<file path="config.mk">
export PLATFORM = sky130hd
export DESIGN_NAME = pgsm_pad_gpio_signal_monitor
export DESIGN_NICKNAME = d
export VERILOG_FILES = /design/src/pgsm_pkg.sv /design/src/pgsm_pad_gpio_signal_monitor.sv
export SDC_FILE = /design/constraint.sdc
export NUM_CORES = 1
export LEC_CHECK = 0
export ABC_AREA = 1
export BUFFER_PORTS_ARGS = -buffer_cell sky130_fd_sc_hd__buf_2
export CAP_MARGIN = 20
export CORE_MARGIN = 4
export CORE_UTILIZATION = 52
export CTS_CLUSTER_DIAMETER = 150
export DETAILED_ROUTE_END_ITERATION = 10
export PLACE_DENSITY = 0.95
export SYNTH_ARGS = -nofsm -noshare
export SYNTH_HDL_FRONTEND = slang
export SYNTH_SLANG_ARGS = --single-unit
</file>
<file path="constraint.sdc">
create_clock -name CLK_IN -period 3 [get_ports CLK_IN]
set_input_delay 0.6 -clock CLK_IN [delete_from_list [all_inputs] [get_ports CLK_IN]]
set_output_delay 0.6 -clock CLK_IN [all_outputs]
set_load 0.005 [all_outputs]
</file>
<file path="src/pgsm_pkg.sv">
package pgsm_pkg;

	// ------------------------------------------------------------------
	// Register indices and byte addresses
	// ------------------------------------------------------------------
	localparam logic [7:0]  PGSM_IDX_PIN_OUTPUT_ENABLES = 8'h44;
	localparam logic [7:0]  PGSM_IDX_PAD_OUTPUT_VALUES  = 8'h45;
	localparam logic [7:0]  PGSM_IDX_PAD_INPUT_LEVELS   = 8'h46;
	localparam logic [7:0]  PGSM_IDX_MONITOR_PIN_SELECT = 8'h47;
	localparam logic [7:0]  PGSM_IDX_SCAN_CONTROL       = 8'h50;
	localparam logic [11:0] PGSM_ADDR_PIN_OUTPUT_ENABLES = {2'b00, PGSM_IDX_PIN_OUTPUT_ENABLES, 2'b00};
	localparam logic [11:0] PGSM_ADDR_PAD_OUTPUT_VALUES  = {2'b00, PGSM_IDX_PAD_OUTPUT_VALUES, 2'b00};
	localparam logic [11:0] PGSM_ADDR_PAD_INPUT_LEVELS   = {2'b00, PGSM_IDX_PAD_INPUT_LEVELS, 2'b00};
	localparam logic [11:0] PGSM_ADDR_MONITOR_PIN_SELECT = {2'b00, PGSM_IDX_MONITOR_PIN_SELECT, 2'b00};
	localparam logic [11:0] PGSM_ADDR_SCAN_CONTROL       = {2'b00, PGSM_IDX_SCAN_CONTROL, 2'b00};

	// ------------------------------------------------------------------
	// Pin bit positions
	// ------------------------------------------------------------------
	localparam int PGSM_BIT_SIGNAL_INPUT_PIN   = 7;
	localparam int PGSM_BIT_CLOCK_OUTPUT_PIN   = 6;
	localparam int PGSM_BIT_INTERFACE_SELECT_B = 5;
	localparam int PGSM_BIT_INTERFACE_SELECT_A = 4;
	localparam int PGSM_BIT_TEST_CLOCK         = 3;
	localparam int PGSM_BIT_TEST_MODE_SELECT   = 2;
	localparam int PGSM_BIT_TEST_DATA_IN       = 1;
	localparam int PGSM_BIT_TEST_DATA_OUT      = 0;
	localparam logic [7:0] PGSM_SCAN_PIN_MASK  = 8'h0f;

	// ------------------------------------------------------------------
	// Monitor register fields and reset values
	// ------------------------------------------------------------------
	localparam int PGSM_BIT_FAST_IO_SWITCHING  = 7;
	localparam logic [7:0] PGSM_MONITOR_WRITE_MASK = 8'h8f;
	localparam logic [7:0] PGSM_RST_PIN_OUTPUT_ENABLES = 8'h00;
	localparam logic [7:0] PGSM_RST_PAD_OUTPUT_VALUES  = 8'h00;
	localparam logic [3:0] PGSM_RST_MONITOR_SOURCE     = 4'h0;

	typedef enum logic [3:0] {
		PGSM_SEL_HIZ_A     = 4'h0,
		PGSM_SEL_HIZ_B     = 4'h1,
		PGSM_SEL_LOW       = 4'h2,
		PGSM_SEL_HIGH      = 4'h3,
		PGSM_SEL_TX_ENV    = 4'h4,
		PGSM_SEL_TX_ACTIVE = 4'h5,
		PGSM_SEL_SAM_LINK  = 4'h6,
		PGSM_SEL_RX_ENV    = 4'h7,
		PGSM_SEL_RX_ACTIVE = 4'h8,
		PGSM_SEL_RX_BIT    = 4'h9
	} pgsm_source_type;

endpackage
</file>
<file path="src/pgsm_pad_gpio_signal_monitor.sv">
`timescale 1ns/10ps

module pgsm_pad_gpio_signal_monitor
	import pgsm_pkg::*;
(
	input  wire logic        CLK_IN,
	input  wire logic        RESET_IN,
	input  wire logic        PSEL_IN,
	input  wire logic        PENABLE_IN,
	input  wire logic        PWRITE_IN,
	input  wire logic [11:0] PADDR_IN,
	input  wire logic [31:0] PWDATA_IN,
	output logic      [31:0] PRDATA_OUT,
	output logic             PREADY_OUT,
	output logic             PSLVERR_OUT,
	input  wire logic [7:0]  PIN_LEVEL_IN,
	output logic      [7:0]  PIN_DRIVE_OUT,
	output logic      [7:0]  PIN_OE_OUT,
	input  wire logic        INTERNAL_CLOCK_IN,
	output logic             CLOCK_FUNCTION_ENABLE_OUT,
	input  wire logic        SCAN_ACTIVE_IN,
	input  wire logic        TX_ENVELOPE_IN,
	input  wire logic        TX_ACTIVE_IN,
	input  wire logic        SAM_LINK_SIGNAL_IN,
	input  wire logic        RX_ENVELOPE_IN,
	input  wire logic        RX_ACTIVE_IN,
	input  wire logic        RX_BIT_IN,
	output logic             MONITOR_DRIVE_OUT,
	output logic             MONITOR_OE_OUT,
	output logic             FAST_IO_SWITCHING_OUT
);

	// ------------------------------------------------------------------
	// State
	// ------------------------------------------------------------------
	typedef struct packed {
		logic [7:0]  pin_output_enables;
		logic [7:0]  pad_output_values;
		logic        fast_io_switching;
		logic [3:0]  monitor_source_select;
		logic [7:0]  sync_first;
		logic [7:0]  sync_second;
		logic        scan_active;
		logic [31:0] prdata;
		logic        pready;
		logic        pslverr;
		logic [7:0]  pin_drive;
		logic [7:0]  pin_oe;
		logic        clock_function_enable;
		logic        monitor_drive;
		logic        monitor_oe;
	} pgsm_state_type;

	pgsm_state_type state;
	pgsm_state_type next_state;

	// Register read mux, shared by the bus answer
	function automatic logic [31:0] read_word(input logic [11:0] addr,
		input pgsm_state_type s, output logic hit);
		logic [31:0] word;
		word = 32'h0000_0000;
		hit  = 1'b1;
		case (addr)
			PGSM_ADDR_PIN_OUTPUT_ENABLES: word[7:0] = s.pin_output_enables;
			PGSM_ADDR_PAD_OUTPUT_VALUES:  word[7:0] = s.pad_output_values;
			PGSM_ADDR_PAD_INPUT_LEVELS:   word[7:0] = s.sync_second;
			PGSM_ADDR_MONITOR_PIN_SELECT: word[7:0] = {s.fast_io_switching, 3'b000,
				s.monitor_source_select};
			PGSM_ADDR_SCAN_CONTROL:       word[0]   = s.scan_active;
			default:                      hit = 1'b0;
		endcase
		return word;
	endfunction

	// Monitor multiplexer
	function automatic logic [1:0] monitor_mux(input logic [3:0] sel);
		logic [1:0] r; // {oe, drive}
		r = 2'b00;
		case (sel)
			PGSM_SEL_HIZ_A,
			PGSM_SEL_HIZ_B:     r = 2'b00;
			PGSM_SEL_LOW:       r = 2'b10;
			PGSM_SEL_HIGH:      r = 2'b11;
			PGSM_SEL_TX_ENV:    r = {1'b1, TX_ENVELOPE_IN};
			PGSM_SEL_TX_ACTIVE: r = {1'b1, TX_ACTIVE_IN};
			PGSM_SEL_SAM_LINK:  r = {1'b1, SAM_LINK_SIGNAL_IN};
			PGSM_SEL_RX_ENV:    r = {1'b1, RX_ENVELOPE_IN};
			PGSM_SEL_RX_ACTIVE: r = {1'b1, RX_ACTIVE_IN};
			PGSM_SEL_RX_BIT:    r = {1'b1, RX_BIT_IN};
			// Reserved codes leave the pin undriven rather than guess a source
			default:            r = 2'b00;
		endcase
		return r;
	endfunction

	// ------------------------------------------------------------------
	// Next state
	// ------------------------------------------------------------------
	always_comb begin
		logic        access;
		logic        hit;
		logic [31:0] word;
		logic [7:0]  eff_oe;
		logic [1:0]  mon;
		access = 1'b0;
		hit    = 1'b0;
		word   = 32'h0000_0000;
		eff_oe = 8'h00;
		mon    = 2'b00;

		next_state = state;

		// Pin levels are not tied to this clock
		next_state.sync_first  = PIN_LEVEL_IN;
		next_state.sync_second = state.sync_first;
		next_state.scan_active = SCAN_ACTIVE_IN;

		// One-wait-state slave: setup, access with pready low, then pready high
		access = PSEL_IN && PENABLE_IN && !state.pready;
		word   = read_word(PADDR_IN, state, hit);
		next_state.pready  = access;
		next_state.pslverr = access && !hit;
		next_state.prdata  = (access && !PWRITE_IN) ? word : 32'h0000_0000;

		if (access && PWRITE_IN) begin
			case (PADDR_IN)
				PGSM_ADDR_PIN_OUTPUT_ENABLES: next_state.pin_output_enables = PWDATA_IN[7:0];
				PGSM_ADDR_PAD_OUTPUT_VALUES:  next_state.pad_output_values = PWDATA_IN[7:0];
				PGSM_ADDR_MONITOR_PIN_SELECT: begin
					next_state.fast_io_switching     = PWDATA_IN[PGSM_BIT_FAST_IO_SWITCHING];
					next_state.monitor_source_select = PWDATA_IN[3:0];
				end
				default: ;
			endcase
		end

		// Scan owns the test pins whatever the enables say
		eff_oe = state.pin_output_enables;
		if (state.scan_active) begin
			eff_oe = eff_oe & ~PGSM_SCAN_PIN_MASK;
		end
		next_state.pin_oe    = eff_oe;
		next_state.pin_drive = state.pad_output_values & eff_oe;
		// Clock pin carries the internal clock unless taken over as output
		next_state.clock_function_enable =
			!state.pin_output_enables[PGSM_BIT_CLOCK_OUTPUT_PIN];
		if (!state.pin_output_enables[PGSM_BIT_CLOCK_OUTPUT_PIN]) begin
			next_state.pin_drive[PGSM_BIT_CLOCK_OUTPUT_PIN] = INTERNAL_CLOCK_IN;
		end

		mon = monitor_mux(state.monitor_source_select);
		next_state.monitor_oe    = mon[1];
		next_state.monitor_drive = mon[0];

		if (RESET_IN) begin
			next_state = '0;
			next_state.pin_output_enables    = PGSM_RST_PIN_OUTPUT_ENABLES;
			next_state.pad_output_values     = PGSM_RST_PAD_OUTPUT_VALUES;
			next_state.monitor_source_select = PGSM_RST_MONITOR_SOURCE;
			next_state.clock_function_enable = 1'b1;
		end
	end

	always_ff @(posedge CLK_IN) begin
		state <= next_state;
	end

	// ------------------------------------------------------------------
	// Outputs
	// ------------------------------------------------------------------
	assign PRDATA_OUT                = state.prdata;
	assign PREADY_OUT                = state.pready;
	assign PSLVERR_OUT               = state.pslverr;
	assign PIN_DRIVE_OUT             = state.pin_drive;
	assign PIN_OE_OUT                = state.pin_oe;
	assign CLOCK_FUNCTION_ENABLE_OUT = state.clock_function_enable;
	assign MONITOR_DRIVE_OUT         = state.monitor_drive;
	assign MONITOR_OE_OUT            = state.monitor_oe;
	assign FAST_IO_SWITCHING_OUT     = state.fast_io_switching;

	// ------------------------------------------------------------------
	// Assertions
	// ------------------------------------------------------------------
	property p_hiz_codes;
		@(posedge CLK_IN) disable iff (RESET_IN)
		(state.monitor_source_select <= 4'h1) |=> !MONITOR_OE_OUT;
	endproperty
	a_hiz_codes: assert property (p_hiz_codes) else $error("monitor driven on hiz code");

	property p_const_levels;
		@(posedge CLK_IN) disable iff (RESET_IN)
		(state.monitor_source_select == 4'h2 || state.monitor_source_select == 4'h3)
		|=> MONITOR_OE_OUT && (MONITOR_DRIVE_OUT == $past(state.monitor_source_select[0]));
	endproperty
	a_const_levels: assert property (p_const_levels) else $error("bad constant level");

	property p_tx_env;
		@(posedge CLK_IN) disable iff (RESET_IN)
		(state.monitor_source_select == 4'h4) |=> (MONITOR_DRIVE_OUT == $past(TX_ENVELOPE_IN));
	endproperty
	a_tx_env: assert property (p_tx_env) else $error("tx envelope not routed");

	property p_sam_link;
		@(posedge CLK_IN) disable iff (RESET_IN)
		(state.monitor_source_select == 4'h6) |=> MONITOR_OE_OUT
			&& (MONITOR_DRIVE_OUT == $past(SAM_LINK_SIGNAL_IN));
	endproperty
	a_sam_link: assert property (p_sam_link) else $error("link signal not routed");

	property p_rx_bit;
		@(posedge CLK_IN) disable iff (RESET_IN)
		(state.monitor_source_select == 4'h9) |=> (MONITOR_DRIVE_OUT == $past(RX_BIT_IN));
	endproperty
	a_rx_bit: assert property (p_rx_bit) else $error("rx bit not routed");

	property p_pin_enable;
		@(posedge CLK_IN) disable iff (RESET_IN)
		##1 ((PIN_OE_OUT & ~$past(state.pin_output_enables)) == 8'h00);
	endproperty
	a_pin_enable: assert property (p_pin_enable) else $error("pin driven without enable");

	property p_clock_off;
		@(posedge CLK_IN) disable iff (RESET_IN)
		state.pin_output_enables[PGSM_BIT_CLOCK_OUTPUT_PIN] |=> !CLOCK_FUNCTION_ENABLE_OUT;
	endproperty
	a_clock_off: assert property (p_clock_off) else $error("clock function left on");

	property p_scan_pins;
		@(posedge CLK_IN) disable iff (RESET_IN)
		state.scan_active |=> (PIN_OE_OUT[3:0] == 4'h0);
	endproperty
	a_scan_pins: assert property (p_scan_pins) else $error("test pin enabled under scan");

	property p_sync_delay;
		@(posedge CLK_IN) disable iff (RESET_IN)
		##2 (state.sync_second == $past(PIN_LEVEL_IN, 2));
	endproperty
	a_sync_delay: assert property (p_sync_delay) else $error("synchroniser depth wrong");

	property p_reserved_zero;
		@(posedge CLK_IN) disable iff (RESET_IN)
		(PSEL_IN && PENABLE_IN && !PREADY_OUT && !PWRITE_IN && PADDR_IN == PGSM_ADDR_MONITOR_PIN_SELECT)
		|=> PREADY_OUT && (PRDATA_OUT[6:4] == 3'b000);
	endproperty
	a_reserved_zero: assert property (p_reserved_zero) else $error("reserved bits not zero");

	property p_tx_active;
		@(posedge CLK_IN) disable iff (RESET_IN)
		(state.monitor_source_select == PGSM_SEL_TX_ACTIVE) |=> MONITOR_OE_OUT
			&& (MONITOR_DRIVE_OUT == $past(TX_ACTIVE_IN));
	endproperty
	a_tx_active: assert property (p_tx_active) else $error("tx active not routed");

	property p_rx_env;
		@(posedge CLK_IN) disable iff (RESET_IN)
		(state.monitor_source_select == PGSM_SEL_RX_ENV) |=> MONITOR_OE_OUT
			&& (MONITOR_DRIVE_OUT == $past(RX_ENVELOPE_IN));
	endproperty
	a_rx_env: assert property (p_rx_env) else $error("rx envelope not routed");

	property p_rx_active;
		@(posedge CLK_IN) disable iff (RESET_IN)
		(state.monitor_source_select == PGSM_SEL_RX_ACTIVE) |=> MONITOR_OE_OUT
			&& (MONITOR_DRIVE_OUT == $past(RX_ACTIVE_IN));
	endproperty
	a_rx_active: assert property (p_rx_active) else $error("rx active not routed");

	// Reserved codes must never drive the pin
	property p_rsvd_codes;
		@(posedge CLK_IN) disable iff (RESET_IN)
		(state.monitor_source_select > PGSM_SEL_RX_BIT) |=> !MONITOR_OE_OUT;
	endproperty
	a_rsvd_codes: assert property (p_rsvd_codes) else $error("reserved code driven");

	// ------------------------------------------------------------------
	// Assertions on register writes and reads, and on pin drive and enables
	// ------------------------------------------------------------------
	property p_fast_write;
		@(posedge CLK_IN) disable iff (RESET_IN)
		(PSEL_IN && PENABLE_IN && !PREADY_OUT && PWRITE_IN
			&& PADDR_IN == PGSM_ADDR_MONITOR_PIN_SELECT)
		|=> (FAST_IO_SWITCHING_OUT == $past(PWDATA_IN[PGSM_BIT_FAST_IO_SWITCHING]));
	endproperty
	a_fast_write: assert property (p_fast_write) else $error("fast bit not stored");

	property p_select_write;
		@(posedge CLK_IN) disable iff (RESET_IN)
		(PSEL_IN && PENABLE_IN && !PREADY_OUT && PWRITE_IN
			&& PADDR_IN == PGSM_ADDR_MONITOR_PIN_SELECT)
		|=> (state.monitor_source_select == $past(PWDATA_IN[3:0]));
	endproperty
	a_select_write: assert property (p_select_write) else $error("select not stored");

	property p_pad_write;
		@(posedge CLK_IN) disable iff (RESET_IN)
		(PSEL_IN && PENABLE_IN && !PREADY_OUT && PWRITE_IN
			&& PADDR_IN == PGSM_ADDR_PAD_OUTPUT_VALUES)
		|=> (state.pad_output_values == $past(PWDATA_IN[7:0]));
	endproperty
	a_pad_write: assert property (p_pad_write) else $error("pad value not stored");

	property p_pad_read;
		@(posedge CLK_IN) disable iff (RESET_IN)
		(PSEL_IN && PENABLE_IN && !PREADY_OUT && !PWRITE_IN
			&& PADDR_IN == PGSM_ADDR_PAD_INPUT_LEVELS)
		|=> PREADY_OUT && (PRDATA_OUT[7:0] == $past(state.sync_second));
	endproperty
	a_pad_read: assert property (p_pad_read) else $error("pad level not returned");

	// Only the clock pin may carry a level while undriven
	property p_drive_masked;
		@(posedge CLK_IN) disable iff (RESET_IN)
		((PIN_DRIVE_OUT & ~PIN_OE_OUT & 8'hbf) == 8'h00);
	endproperty
	a_drive_masked: assert property (p_drive_masked) else $error("drive without enable");

	property p_clock_drive;
		@(posedge CLK_IN) disable iff (RESET_IN)
		!state.pin_output_enables[PGSM_BIT_CLOCK_OUTPUT_PIN] |=> CLOCK_FUNCTION_ENABLE_OUT
			&& (PIN_DRIVE_OUT[PGSM_BIT_CLOCK_OUTPUT_PIN] == $past(INTERNAL_CLOCK_IN));
	endproperty
	a_clock_drive: assert property (p_clock_drive) else $error("clock not carried");

	property p_scan_release;
		@(posedge CLK_IN) disable iff (RESET_IN)
		!state.scan_active |=> (PIN_OE_OUT == $past(state.pin_output_enables));
	endproperty
	a_scan_release: assert property (p_scan_release) else $error("enables not applied");

endmodule // pgsm_pad_gpio_signal_monitor

</file>
Word level (Yosys, flattened, before mapping)
Index checks and enable logic that the tools add are counted.
W data, S select, Z words.
{"block": "totals", "regBits": 91, "out_inout_bits": 54, "in_bits": 65, "wordCells": 51}
{"block": "classes", "mux": 6, "eq_ne": 13, "n_reduce_logical": 14, "n_bitwise": 2}
{"cell": "$eq A12 B9 Y1 const B", "n": 5}
{"cell": "$pmux W7 S4", "n": 1}
{"cell": "$eq A4 B3 Y1 const B", "n": 4}
{"cell": "$pmux W2 S8", "n": 1}
{"cell": "$and A8 B8 Y8", "n": 1}
{"cell": "$eq A4 B2 Y1 const B", "n": 2}
{"cell": "$eq A4 B4 Y1 const B", "n": 2}
{"cell": "$reduce_and A2 Y1", "n": 3}
{"cell": "$logic_and A1 B1 Y1", "n": 5}
{"cell": "$pmux W1 S5", "n": 1}
{"cell": "$reduce_or A5 Y1", "n": 1}
{"cell": "$logic_not A1 Y1", "n": 4}
{"cell": "$mux W4", "n": 1}
{"cell": "$mux W1", "n": 2}
{"cell": "$reduce_or A2 Y1", "n": 1}
{"cell": "$not A1 Y1", "n": 1}

Longest topological paths before layout
{"block": "logic_depth", "depth_word": 5, "depth_mapped": 9, "ltp_nobuf": 8}

Least setup slack after synthesis
OpenSTA, ideal clock, no wires.
{"block": "synth_timing", "path_kind": "input to register", "startpoint": "input PADDR_IN[5]", "endpoint": "register state[75] (netlist name)", "t_arrival_ns": 1.403, "required_time_ns": 2.882, "slack_ns": 1.479, "path_buffers": 1, "stages": 7, "setup_time_ns": 0.118, "path_cell_list": "nor2_1 -> nand2_1 -> nor2_8 -> nand2_2 -> buf_2 -> nor3_1 -> nor2_1"}
{"block": "synth_between", "elab_chain_len": 2}
{"element": "start: declaration", "line_no": "pgsm_pad_gpio_signal_monitor.sv:11", "source": "input wire logic [11:0] PADDR_IN,"}
{"element": "$eq A12 B9 Y1", "line_no": "pgsm_pad_gpio_signal_monitor.sv:126", "source": "case (PADDR_IN)"}
{"element": "$reduce_and A2 Y1 (no source line)"}
{"element": "end signal: assignment", "line_no": "pgsm_pad_gpio_signal_monitor.sv:165", "source": "state <= next_state;"}
{"element": "end: declaration", "line_no": "pgsm_pad_gpio_signal_monitor.sv:54", "source": "pgsm_state_type state;"}
Every way passes these cells.
A chain may end at the register's enable or synchronous reset.

Worst setup path after layout
{"block": "layout_timing", "startpoint": "input PADDR_IN[5]", "endpoint": "register state[78] (netlist name)"}
The elaborated chain is that of the path after synthesis.

==> impl_results.md <==
* Status: completed
* Endpoints failing setup at 0
* Syn Inst Count at 378
* Die area at 6911 um^2
* Hold path depth at 2
* Period minus WS final at 1.905 ns
* Via count at 2357
* Ant. Diodes at 0
* Final hold vios at 0
* Clock root buffer: clkbuf_8
* Initial Util at 53.31%
* Final Util at 59.33%
* R2r worst-path depth at 6
* Worst-path clk slew at 0.07 ns
* Final non-filler cell total at 501
* Syn. warnings at 0
* Post-Syn Area at 2935 um^2
* Post-DP HPWL at 4374 um
* Gr usage total at 18.09%
* Largest net degree at the start of global routing at 28
* Drt drc at 0
* Crit path arrival time at 2.19 ns
* Netlist cell types at 27
* Sequential Power Share at 50.6%
* Multi-input combinational cell area at 1092 um^2
* Routed WL per cell at 12.06 um
* Die X at 83.13 um
* Clock share of power at 44.8%
* Wl on met1 at 2364 um
* Kind of start point of the critical path: input pin
* Cell Count Post-Placement at 485
* Maximum vdd drop at 287.3 uV
* Internal power at 1397 uW
* Syn avg cell area at 7.765 um^2
* DIE HEIGHT at 83.13 um
* Core area at 5507 um^2
* Setup Skew at 0.005427 ns
* Row Count at 27
* Crit end category: register
* Vias in the first global route at 2218
* RSZ-0062 raised after global routing: false
* Io pins at 119
* Pwr Density at 548.4 nW/um^2
* Req. time, crit path at 3.28 ns
* Met3 wire length at 594 um
* Met2 WL at 2924 um
* DR pass1 iterations at 5
* Critical Path Fanout Max at 24
* Slowest stage cell, crit path: nor2_2
* Max incr delay on CP at 0.37 ns
* Grt total ovfl at 0
* HP Class: reg -> reg
* Design Power at 1792 uW
* Fillers at 475
* Post-CTS Setup Bufs at 0
* PortBufs at 70
* Reg area at 1341 um^2
* CTS tree: done
* Area growth, synth to finish at 11.30%
* CTS Sinks at 67
* Post-cts gate resize count at 0
* CTS buffer count at 9
* Worst slew pin tran at 0.6726 ns
* Slew HR at 54.88%
* Routability cong. at 0.8665
* H-tree depth at 3
* Seq/Total Area, Yosys at 45.69%
* Final period utilization at 63.49%
* Maximum clock frequency at 525.1 MHz
* CTS max path bufs at 2
* First-pass GRT wire length at 9894 um
* Top sig layer: met4
* TNS Setup at 0 ns
* Static Leak at 0.001561 uW
* Final Slew Violations at 0
* CTS Hold Bufs at 0
* Average via count per standard cell at 4.705
* P_sw at 394.6 uW
* Detailed Route Iter0 Violations at 252
* Crit path cell chain: buf_2, nor2_1, nand2_1, nor2_8, nand2_2, nor2_2, o21ai_0, nor2_1
* Combinational fraction of design power at 4.7%
* Layout cells sized above 1 at 24.94%
* Most frequent CP cell: nor2_1
* Fin nets at 489
* #FFs+latches synth at 67
* Clock latency on the worst-skew pair at 0.34 ns
* Max cap viols at 0
* Post-Route WL at 6041 um
* ANT nets after route at 0
* Setup CP Type: in -> reg
* Switching Fraction at 22.03%
* Initial antenna violation count at 0
## cell type report
cell class | count | share of cell area, %
clock buffers | 9 | 3.792
clock inverters | 7 | 2.834
inverters | 43 | 4.941
multi-input cells | 231 | 33.44
flip-flops and latches | 67 | 41.06
well taps | 72 | 2.758
repair buffers | 72 | 11.18
## worst paths after layout
check / from / endpoint / slack (ns)
setup / recovery: PADDR_IN[5] / state[78] / 1.10
hold / removal: state[62] / state[54] / 0.40
setup reg to reg: PREADY_OUT / state[70] / 1.37
hold reg to reg: state[62] / state[54] / 0.40
## logic make-up (layout without fill, tap and decap cells)
logic type / count (synthesis) / in the layout / synth area share, %
AO/OA/AOI/OAI: 32 / 32 / 5.882
buffers and inverters: 103 / 131 / 20.03
other: 1 / 24 / 0.1278
flip-flops: 67 / 67 / 45.69
AND/OR/NAND/NOR: 175 / 175 / 28.26
## per-layer routing
| layer | global-route usage, % | vias up |
|---|---|---|
| met1 | 20.02 | 1027 |
| li1 | - | 1203 |
| met4 | 9.658 | 0 |
| met5 | 0 | - |
| met2 | 29.81 | 109 |
| met3 | 7.044 | 18 |
## cells in the mapped netlist
master | count | area [um^2]
o21ai_2 | 2 | 17.52
nor2_8 | 2 | 40.04
nand3_2 | 1 | 10.01
buf_6 | 2 | 22.52
nor2_1 | 78 | 292.8
or2_4 | 1 | 8.760
nand3_1 | 32 | 160.2
dfxtp_1 | 67 | 1341
o21ai_0 | 25 | 125.1
and2_1 | 1 | 6.260
a21oi_1 | 1 | 5.000
nor2_2 | 3 | 18.77
nand2_4 | 1 | 11.26
nor2_4 | 2 | 22.52
nand2_1 | 21 | 78.83
buf_2 | 2 | 10.01
o21ai_1 | 2 | 10.01
clkinv_1 | 1 | 3.750
inv_2 | 1 | 3.750
nor3_1 | 24 | 120.1
o211ai_1 | 2 | 15.01
nor3b_1 | 3 | 22.52
clkbuf_1 | 7 | 26.28
conb_1 | 1 | 3.750
inv_1 | 41 | 153.9
nand2_2 | 6 | 37.54
buf_4 | 49 | 367.9
## layout by cell type, fill, tap and decap left out, types with 3 or more instances in the layout
master / Yosys / layout
buf_2: 2 / 70
clkbuf_8: 0 / 9
clkinvlp_4: 0 / 3
conb_1: 1 / 24
dfxtp_1: 67 / 67
inv_1: 41 / 41
nand2_1: 21 / 21
nand2_2: 6 / 6
nand3_1: 32 / 32
nor2_1: 78 / 78
nor2_2: 3 / 3
nor3_1: 24 / 24
nor3b_1: 3 / 3
o21ai_0: 25 / 25
## flip-flops by register name, summed over array words and instances, names as in the netlist
| signal | flops |
|---|---|
| PREADY_OUT | 1 |
| MONITOR_DRIVE_OUT | 1 |
| MONITOR_OE_OUT | 1 |
| state | 37 |
| PSLVERR_OUT | 1 |
| PIN_DRIVE_OUT | 8 |
| PRDATA_OUT | 8 |
| FAST_IO_SWITCHING_OUT | 1 |
| PIN_OE_OUT | 8 |
| CLOCK_FUNCTION_ENABLE_OUT | 1 |
## power by group through the flow
stage / Clock (uW) / Combinational, uW / Sequential [uW]
6_report: 802 / 83.8 / 906
5_1_grt: 859 / 95.4 / 907
4_1_cts: 818 / 83.2 / 906
3_5_place_dp: 0 / 82.8 / 926
3_3_place_gp: 0 / 80.6 / 926
2_1_floorplan: 0 / 69.6 / 924
## through the flow
step	worst slack, ns	instance area (um^2)	hold slack [ns]
finish	1.095	3267	0.4038
global route	0.9153	3267	0.4122
CTS	1.132	3267	0.4027
detailed placement	0.7711	3050	0.3940
global placement	0.8602	3050	0.3921
floorplan	1.479	3022	0.3883
## worst max-delay path: cells and delay by family
family                 cells  cell delay (ns)
AOI/OAI and AO/OA          1             0.15
and+or+nand+nor            6             1.33
buffers and inverters      1             0.09
Note: power is estimated with default switching activity, not from simulation.
